[src/hw/bmp_pkg.sv]
// Constants and types shared by the burst-mode and protection controller
package bmp_pkg;

  // ------------------------------------------------------------
  // Clock and timing
  // ------------------------------------------------------------
  localparam int CLK_HZ = 25000000;
  localparam int BURST_TIMER_HZ = 52000;                       // Burst turn-on timer rate
  localparam int BURST_PERIOD_CYC = CLK_HZ / BURST_TIMER_HZ;   // 480 cycles, rounded down
  localparam int BURST_MAX_DUTY_PCT = 50;
  localparam int BURST_MAX_ON_CYC = BURST_PERIOD_CYC * BURST_MAX_DUTY_PCT / 100;
  localparam int OPEN_LOOP_BLANK_MS = 24;
  localparam int OPEN_LOOP_BLANK_CYC = CLK_HZ / 1000 * OPEN_LOOP_BLANK_MS;
  localparam int MAX_ON_TIME_US = 30;                          // Typical maximum on-time
  localparam int MAX_ON_TIME_CYC = CLK_HZ / 1000000 * MAX_ON_TIME_US;
  localparam int OVP_BLANK_US = 1;                             // Output OVP blanking
  localparam int OVP_BLANK_CYC = CLK_HZ / 1000000 * OVP_BLANK_US;
  localparam int BURST_ENTRY_BLANK_US = 20;                    // Burst entry blanking
  localparam int BURST_ENTRY_BLANK_CYC = CLK_HZ / 1000000 * BURST_ENTRY_BLANK_US;

  // ------------------------------------------------------------
  // Valley counter
  // ------------------------------------------------------------
  localparam logic [2:0] VALLEY_BURST_ENTRY = 3'h7;
  localparam logic [2:0] VALLEY_AFTER_BURST = 3'h1;
  localparam logic [2:0] VALLEY_AT_START = 3'h1;                // Count of one on a fresh start; valley_dec can still step it down to zero
  localparam int SYNC_WIDTH = 11;

  // ------------------------------------------------------------
  // Operating modes
  // ------------------------------------------------------------
  typedef enum logic [2:0] {
    BMP_OFF     = 3'b000,
    BMP_NORMAL  = 3'b001,
    BMP_BURST   = 3'b010,
    BMP_PAUSE   = 3'b011,
    BMP_RESTART = 3'b100,
    BMP_LATCHED = 3'b101
  } bmp_mode_e;

endpackage

[src/hw/bmp_ctrl.sv]
// Burst-mode PWM and fault sequencer of a quasi-resonant flyback controller
`timescale 1ns/1ps
`default_nettype none
module bmp_ctrl #(
  parameter int OPEN_LOOP_CYC = bmp_pkg::OPEN_LOOP_BLANK_CYC
) (
  input wire logic sys_clk,
  input wire logic rst,
  input wire logic fb_above_restart,   // Feedback above burst_restart_level
  input wire logic fb_below_pause,     // Feedback at or below burst_pause_level
  input wire logic fb_above_exit,      // Feedback above burst_exit_level
  input wire logic fb_below_entry,     // Feedback below burst entry level
  input wire logic fb_open_loop,       // Feedback pulled high
  input wire logic cs_above_burst,     // Sense above burst_current_limit
  input wire logic cs_above_peak,      // Normal-mode current turn-off
  input wire logic cs_above_short,     // Sense above short_winding_level
  input wire logic zc_above_ovp,       // zero_crossing_input above output_overvoltage_level
  input wire logic supply_ok,          // Supply above supply_turnon_level since last drop
  input wire logic supply_low,         // Supply below supply_turnoff_level
  input wire logic supply_ovp,         // Supply over-voltage
  input wire logic supply_release,     // Supply below latch release level
  input wire logic over_temp,          // Junction over-temperature
  input wire logic normal_turn_on,     // Valley logic turn-on request
  input wire logic valley_dec,         // Valley counter down request
  input wire logic valley_inc,         // Valley counter up request
  output logic gate_drive,
  output logic startup_on,
  output logic bias_on,
  output logic burst_active,
  output logic latched_off,
  output logic [2:0] valley_count
);

  localparam int NSYNC = bmp_pkg::SYNC_WIDTH;
  localparam logic [8:0] PERIOD_LAST = 9'(bmp_pkg::BURST_PERIOD_CYC - 1);
  localparam logic [8:0] MAX_DUTY = 9'(bmp_pkg::BURST_MAX_ON_CYC);
  // Turn-off is decided one count early so the pulse never exceeds half a period
  localparam logic [8:0] DUTY_LAST = 9'(bmp_pkg::BURST_MAX_ON_CYC - 1);
  localparam logic [9:0] MAX_ON = 10'(bmp_pkg::MAX_ON_TIME_CYC);
  localparam logic [4:0] OVP_BLANK = 5'(bmp_pkg::OVP_BLANK_CYC);
  localparam logic [9:0] ENTRY_BLANK = 10'(bmp_pkg::BURST_ENTRY_BLANK_CYC);
  localparam logic [19:0] OPEN_LOOP = 20'(OPEN_LOOP_CYC);

  // ------------------------------------------------------------
  // Input synchronisation
  // ------------------------------------------------------------
  logic [NSYNC-1:0] raw;
  logic [NSYNC-1:0] syn;

  assign raw = {fb_above_restart, fb_below_pause, fb_above_exit, fb_below_entry,
                fb_open_loop, cs_above_burst, cs_above_peak, cs_above_short,
                zc_above_ovp, over_temp, supply_release};

  bmp_sync #(.WIDTH(NSYNC)) u_sync (
    .sys_clk(sys_clk),
    .rst(rst),
    .async_in(raw),
    .sync_out(syn)
  );

  // Supply flags pass their own pair of stages
  logic [2:0] sup_syn;
  bmp_sync #(.WIDTH(3)) u_sup_sync (
    .sys_clk(sys_clk),
    .rst(rst),
    .async_in({supply_ok, supply_low, supply_ovp}),
    .sync_out(sup_syn)
  );

  logic s_restart, s_pause, s_exit, s_entry, s_open, s_csb, s_csp, s_css, s_ovp;
  logic s_ot, s_rel, s_ok, s_low, s_vovp;
  assign {s_restart, s_pause, s_exit, s_entry, s_open, s_csb, s_csp, s_css, s_ovp,
          s_ot, s_rel} = syn;
  assign {s_ok, s_low, s_vovp} = sup_syn;

  // ------------------------------------------------------------
  // State
  // ------------------------------------------------------------
  typedef struct packed {
    bmp_pkg::bmp_mode_e mode;
    logic gate;
    logic startup;
    logic [8:0] timer;
    logic [9:0] on_cnt;
    logic [19:0] open_cnt;
    logic [4:0] ovp_cnt;
    logic [9:0] entry_cnt;
    logic [2:0] valley;
    logic bias;
    logic burst;
    logic latch;
  } bmp_ctrl_s;

  bmp_ctrl_s state;
  bmp_ctrl_s next_state;

  logic active;
  assign active = (state.mode == bmp_pkg::BMP_NORMAL) || (state.mode == bmp_pkg::BMP_BURST);

  // ------------------------------------------------------------
  // Mode sequencer and gate control
  // ------------------------------------------------------------
  always_comb begin
    next_state = state;
    next_state.timer = (state.timer == PERIOD_LAST) ? 9'h000 : state.timer + 9'h001;
    next_state.on_cnt = state.gate ? state.on_cnt + 10'h001 : 10'h000;
    // Long-running blanking counts saturate instead of wrapping
    next_state.open_cnt = (s_open && active) ?
                          ((state.open_cnt == OPEN_LOOP) ? state.open_cnt
                                                         : state.open_cnt + 20'h00001)
                          : 20'h00000;
    next_state.ovp_cnt = (s_ovp && !state.gate && active) ?
                         ((state.ovp_cnt == OVP_BLANK) ? state.ovp_cnt
                                                       : state.ovp_cnt + 5'h01)
                         : 5'h00;
    next_state.entry_cnt = (s_entry && state.valley == bmp_pkg::VALLEY_BURST_ENTRY &&
                            state.mode == bmp_pkg::BMP_NORMAL) ?
                           ((state.entry_cnt == ENTRY_BLANK) ? state.entry_cnt
                                                             : state.entry_cnt + 10'h001)
                           : 10'h000;
    // Valley counter in normal operation
    if (state.mode == bmp_pkg::BMP_NORMAL) begin
      if (valley_inc && state.valley != 3'h7) begin
        next_state.valley = state.valley + 3'h1;
      end else if (valley_dec && state.valley != 3'h0) begin
        next_state.valley = state.valley - 3'h1;
      end
    end
    case (state.mode)
      bmp_pkg::BMP_OFF: begin
        next_state.gate = 1'b0;
        if (s_low) begin
          next_state.startup = 1'b1;
        end
        if (s_ok && !s_vovp) begin
          next_state.startup = 1'b0;
          next_state.mode = bmp_pkg::BMP_NORMAL;
          next_state.valley = bmp_pkg::VALLEY_AT_START;
        end
      end
      bmp_pkg::BMP_NORMAL: begin
        if (!state.gate && normal_turn_on) begin
          next_state.gate = 1'b1;
        end else if (state.gate && s_csp) begin
          next_state.gate = 1'b0;
        end
        if (state.entry_cnt == ENTRY_BLANK) begin
          next_state.mode = bmp_pkg::BMP_BURST;
          next_state.gate = 1'b0;
          next_state.timer = 9'h000;
        end
      end
      bmp_pkg::BMP_BURST: begin
        if (state.timer == PERIOD_LAST) begin
          next_state.gate = 1'b1;
        end
        if (state.gate && (s_csb || state.timer >= DUTY_LAST)) begin
          next_state.gate = 1'b0;
        end
        if (s_pause) begin
          next_state.mode = bmp_pkg::BMP_PAUSE;
          next_state.gate = 1'b0;
        end
      end
      bmp_pkg::BMP_PAUSE: begin
        next_state.gate = 1'b0;
        if (s_restart) begin
          next_state.mode = bmp_pkg::BMP_BURST;
          next_state.timer = PERIOD_LAST;
        end
      end
      bmp_pkg::BMP_RESTART: begin
        next_state.gate = 1'b0;
        next_state.mode = bmp_pkg::BMP_OFF;
      end
      bmp_pkg::BMP_LATCHED: begin
        next_state.gate = 1'b0;
        if (s_low) begin
          next_state.startup = 1'b1;
        end else if (s_ok) begin
          next_state.startup = 1'b0;
        end
        if (s_rel) begin
          next_state.mode = bmp_pkg::BMP_OFF;
          next_state.startup = 1'b1;
        end
      end
      default: begin
        next_state.mode = bmp_pkg::BMP_OFF;
        next_state.gate = 1'b0;
      end
    endcase
    if ((state.mode == bmp_pkg::BMP_BURST || state.mode == bmp_pkg::BMP_PAUSE) && s_exit) begin
      next_state.mode = bmp_pkg::BMP_NORMAL;
      next_state.valley = bmp_pkg::VALLEY_AFTER_BURST;
      next_state.gate = 1'b0;
    end
    if (state.gate && state.on_cnt >= MAX_ON) begin
      next_state.gate = 1'b0;
    end
    if (active) begin
      if (state.open_cnt == OPEN_LOOP || s_ot) begin
        next_state.mode = bmp_pkg::BMP_RESTART;
        next_state.gate = 1'b0;
      end
      if (state.ovp_cnt == OVP_BLANK || (state.gate && s_css)) begin
        next_state.mode = bmp_pkg::BMP_LATCHED;
        next_state.gate = 1'b0;
      end
    end
    // supply fault resets and holds off
    // A burst pause must not hide a supply fault, so it is watched there too
    if ((active || state.mode == bmp_pkg::BMP_PAUSE) && (!s_ok || s_vovp)) begin
      next_state.mode = bmp_pkg::BMP_OFF;
      next_state.gate = 1'b0;
    end
    // Mode flags are registered so every pin leaves a flip-flop
    next_state.bias = (next_state.mode == bmp_pkg::BMP_NORMAL) ||
                      (next_state.mode == bmp_pkg::BMP_BURST);
    next_state.burst = (next_state.mode == bmp_pkg::BMP_BURST) ||
                       (next_state.mode == bmp_pkg::BMP_PAUSE);
    next_state.latch = (next_state.mode == bmp_pkg::BMP_LATCHED);
  end

  always_ff @(posedge sys_clk or posedge rst) begin
    if (rst) begin
      state <= '0;
    end else begin
      state <= next_state;
    end
  end

  // ------------------------------------------------------------
  // Outputs
  // ------------------------------------------------------------
  assign gate_drive = state.gate;
  assign startup_on = state.startup;
  assign bias_on = state.bias;
  assign burst_active = state.burst;
  assign latched_off = state.latch;
  assign valley_count = state.valley;

  // ------------------------------------------------------------
  // Assertions
  // ------------------------------------------------------------
  a_burst_duty_cap: assert property (@(posedge sys_clk) disable iff (rst)
    (state.mode == bmp_pkg::BMP_BURST && state.gate) |-> state.timer < MAX_DUTY)
    else $error("burst on-time beyond half period");
  a_burst_turn_on: assert property (@(posedge sys_clk) disable iff (rst)
    (state.mode == bmp_pkg::BMP_BURST && $rose(gate_drive)) |-> $past(state.timer) == PERIOD_LAST)
    else $error("burst turn-on not timer driven");
  a_burst_csb_off: assert property (@(posedge sys_clk) disable iff (rst)
    (state.mode == bmp_pkg::BMP_BURST && state.gate && s_csb) |=> !gate_drive)
    else $error("burst current limit ignored");
  a_pause_no_gate: assert property (@(posedge sys_clk) disable iff (rst)
    (state.mode == bmp_pkg::BMP_PAUSE) |-> !gate_drive)
    else $error("gate active while paused");
  a_pause_restart: assert property (@(posedge sys_clk) disable iff (rst)
    (state.mode == bmp_pkg::BMP_PAUSE && s_restart && !s_exit && s_ok && !s_vovp &&
     !s_ot && state.open_cnt != OPEN_LOOP) |=> state.mode == bmp_pkg::BMP_BURST)
    else $error("pause did not restart");
  a_exit_valley_one: assert property (@(posedge sys_clk) disable iff (rst)
    (burst_active && s_exit && s_ok && !s_vovp) |=> valley_count == 3'h1)
    else $error("valley not one after burst exit");
  a_max_on_time: assert property (@(posedge sys_clk) disable iff (rst)
    gate_drive |-> state.on_cnt <= MAX_ON)
    else $error("gate beyond maximum on-time");
  a_short_latch: assert property (@(posedge sys_clk) disable iff (rst)
    (active && gate_drive && s_css && s_ok && !s_vovp) |=> latched_off)
    else $error("short winding not latched");
  a_latch_hold: assert property (@(posedge sys_clk) disable iff (rst)
    (latched_off && !s_rel) |=> latched_off)
    else $error("latch released early");

endmodule
`default_nettype wire

[src/hw/bmp_sync.sv]
// Two-stage synchroniser for a bundle of asynchronous levels
`timescale 1ns/1ps
`default_nettype none
module bmp_sync #(
  parameter int WIDTH = 4
) (
  input wire logic sys_clk,
  input wire logic rst,
  input wire logic [WIDTH-1:0] async_in,
  output logic [WIDTH-1:0] sync_out
);

  typedef struct packed {
    logic [WIDTH-1:0] first;
    logic [WIDTH-1:0] second;
  } bmp_sync_s;

  bmp_sync_s state;
  bmp_sync_s next_state;

  // First stage is read only by the second stage
  always_comb begin
    next_state = state;
    next_state.first = async_in;
    next_state.second = state.first;
  end

  always_ff @(posedge sys_clk or posedge rst) begin
    if (rst) begin
      state <= '0;
    end else begin
      state <= next_state;
    end
  end

  assign sync_out = state.second;

endmodule
`default_nettype wire

[config.mk]
export PLATFORM = sky130hd
export DESIGN_NAME = bmp_ctrl
export DESIGN_NICKNAME = d
export VERILOG_FILES = /design/src/hw/bmp_pkg.sv /design/src/hw/bmp_ctrl.sv /design/src/hw/bmp_sync.sv
export SDC_FILE = /design/constraint.sdc
export NUM_CORES = 1
export LEC_CHECK = 0
export ABC_AREA = 1
export BUFFER_PORTS_ARGS = -buffer_cell sky130_fd_sc_hd__clkbuf_2
export CAP_MARGIN = 10
export CORE_UTILIZATION = 30
export CTS_CLUSTER_SIZE = 25
export DETAILED_ROUTE_END_ITERATION = 6
export GPL_ROUTABILITY_DRIVEN = 0
export PLACE_DENSITY = 0.43
export SYNTH_ARGS = -nofsm -noshare
export SYNTH_HDL_FRONTEND = slang
export SYNTH_SLANG_ARGS = --single-unit
[constraint.sdc]
create_clock -name sys_clk -period 6.8 [get_ports sys_clk]
set_input_delay 1.36 -clock sys_clk [delete_from_list [all_inputs] [get_ports sys_clk]]
set_output_delay 1.36 -clock sys_clk [all_outputs]
set_load 0.01 [all_outputs]
==> out/qor.txt <==
Num CTS Buffers -> 9
Max Cap Viol -> 0
first-pass GRT wire length -> 15300 um
die height -> 123.6 um
RR Startpoint -> state[21]
netlist area before placement -> 4433 um2
Synth Area per Inst -> 8.778 um2
initial core utilization -> 30.62%
WHS -> 0.3508 ns
compound-gate portion of the synthesized area -> 9.625%
NetSw -> 0.0003914 W
Post-CTS Setup Bufs -> 0
Area growth syn-to-layout -> 14.06%
Critical Path Sink Type -> output pin
WL final -> 8741 um
Layout Utilization -> 34.92%
worst-margin pin slew -> 0.9725 ns
Die X -> 123.6 um
CP arrival -> 1.08 ns
unrepaired setup endpoints after global routing -> no
crit path capture -> gate_drive
RR Endpoint -> state[37]
# IOs -> 27
pin count of the biggest net entering global routing -> 77
worst hold path class -> flip-flop to flip-flop
YS warnings -> 0
GRT Total Usage -> 13.01%
mux cell area share after synthesis -> 0%
CP required -> 5.44 ns
Simple-Gate Fraction of Synth Area -> 23.85%
post-CTS sizing -> 0
slowest stage cell, crit path -> dfrtp_1
Synth Area in XOR/XNOR -> 3.161%
Synth cell types -> 38
Crit path depth -> 1
CP Max Fanout -> 11
area share of the largest cell type after synthesis -> 52.50%
fmax -> 0.4092 GHz
final hold violations -> 0
post-route ant nets -> 0
Reg power frac -> 46.7%
Synth Net Count -> 537
status -> finished, final reports clean
Post-Route Skew -> 0.006308 ns
number of DRC markers in iteration 0 -> 194
Worst-Skew Late Latency -> 0.34 ns
vias in the first global route -> 3199
via count -> 3300
Synth Instances -> 505
synth top area cells -> dfrtp_1 52%, nand2_1 7.0%, inv_1 6.1%
share of cells above drive strength 1 -> 13.08%
pwr dens -> 265.1 nW/um2
port bufs -> 26
Worst Setup SP -> gate_drive
Hold Path Cell Cnt -> 0
largest family of logic cells by synthesized area -> simple AND/OR/NAND/NOR gates
Main synth FF type -> dfrtp_1
largest area contributor in the netlist -> dfrtp_1
crit path cell chain -> clkbuf_2
commonest cells after routing, fill and taps aside -> 93 x dfrtp_1, 83 x nand2_1, 71 x inv_1
root buffer cell -> clkbuf_16
count of final setup violators -> 0
share of synthesized area occupied by flip-flops and latches -> 52.50%
fin. max-slew vios -> 0
WS Path Type -> flip-flop to output pin
TNS Setup -> 0 ns
sw frac -> 29.20%
die area -> 15270 um2
WP buf/inv -> 1
gr ovfl total -> 0
leak pwr -> 2.335 nW
H-tree depth -> 3
setup slack, reg-to-reg -> 4.94 ns
clock tree buffer depth -> 2
internal power -> 0.0009489 W
Avg WL per Cell -> 12.02 um
clock share of power -> 35.9%
CTS sink count -> 93
n_diodes -> 0
crit-path leading delay family -> flip-flops
Max VDD drop -> 0.1441 mV
Nets -> 570
asr flop ratio synth -> 100.0%
#FFs+latches synth -> 93
initial antenna violation count -> 0
core area -> 14480 um2
min cycle time layout -> 2.444 ns
cell depth of the worst flop-to-flop path -> 7
Startpoint Class -> flip-flop
floorplan row count -> 44
DRT Pass-1 Iters -> 6
most common cell after layout, fill and taps aside -> dfrtp_1
number of synthesized flops with an enable pin -> 0
Slew HR -> 35.17%
CP peak stage delay -> 0.54 ns
CTS tree -> done
Comb pwr share -> 17.4%
drt drc -> 0
Hold-fix buffers, CTS -> 0
Worst-path clk slew -> 0.06 ns
Synth Area in Adders -> 3.669%
HPWL Detailed -> 6372 um
part of the cycle the worst path needs -> 35.94%
Vias/cell -> 4.539
-- metrics by stage --
stage / setup WS (ns) / power (W) / cells / area (um2)
after global routing: 4.259 / 0.001428 / 727 / 5056
after floorplan: 3.020 / 0.0008126 / 505 / 4433
after detailed placement: 4.163 / 0.0008759 / 711 / 4766
after CTS: 4.303 / 0.001367 / 727 / 5056
after global placement: 4.183 / 0.0008753 / 711 / 4766
final: 4.356 / 0.001340 / 727 / 5056
-- worst min path at each step --
stage | from | endpoint | slack, ns
CTS | u_sync.next_state[3] | u_sync.sync_out[3] | 0.35
global placement | u_sync.next_state[5] | u_sync.sync_out[5] | 0.33
finish | u_sync.next_state[3] | u_sync.sync_out[3] | 0.35
global route | u_sync.next_state[3] | u_sync.sync_out[3] | 0.36
floorplan | u_sup_sync.next_state[0] | u_sup_sync.sync_out[0] | 0.33
detailed placement | u_sync.next_state[1] | u_sync.sync_out[1] | 0.34
-- per-layer routing --
metal	vias to the layer above	share of wire, %	GRT usage (%)
met5	-	0	0
li1	1704	-	-
met1	1542	50	17.51
met3	11	3.7	3.690
met4	0	1.4	4.292
met2	43	45	20.04
-- flip-flops by register name (all words and copies together), names as in the netlist, 3 cells and up --
register / flops
state: 57
u_sup_sync.next_state: 3
u_sup_sync.sync_out: 3
u_sync.next_state: 11
u_sync.sync_out: 11
valley_count: 3
-- cell usage after synthesis, types with 2 or more instances --
master / number
nand2_1: 83
xor2_1: 13
a21oi_2: 5
nor3_2: 5
nor3_1: 18
o21ai_0: 24
and3_1: 3
nand3_1: 33
xnor2_1: 3
nor2_4: 2
inv_1: 72
dfrtp_1: 93
inv_2: 3
nor4_1: 2
ha_1: 13
o31ai_1: 3
buf_4: 3
a21oi_1: 25
nand2_2: 3
or2_2: 2
o21ai_2: 5
nand4_1: 8
nor2_1: 65
nand3_2: 2
a31oi_1: 4
-- layout make-up --
cell class	count	area, um2
fillers	1478	9423
flip-flops and latches	93	2327
multi-input cells	332	1787
inverters	75	284.0
clock buffers	14	274.0
well taps	184	230.2
repair buffers	27	137.6
clock inverters	2	16.27
-- power groups by stage --
stage,clock (W),combinational [W],sequential [W]
2_1_floorplan,0,0.000185,0.000628
3_3_place_gp,0,0.000237,0.000638
3_5_place_dp,0,0.000237,0.000638
4_1_cts,0.000500,0.000239,0.000628
5_1_grt,0.000522,0.000274,0.000633
6_report,0.000481,0.000233,0.000627
-- logic make-up (layout without fill, tap and decap cells) --
logic type	Yosys count	count (layout)
flip-flops	93	93
AO/OA/AOI/OAI	72	72
buffers and inverters	80	118
XOR/XNOR	16	16
AND/OR/NAND/NOR	231	231
adder cells (fa/ha/maj)	13	13
No activity file was read; power rests on OpenSTA's default activity.
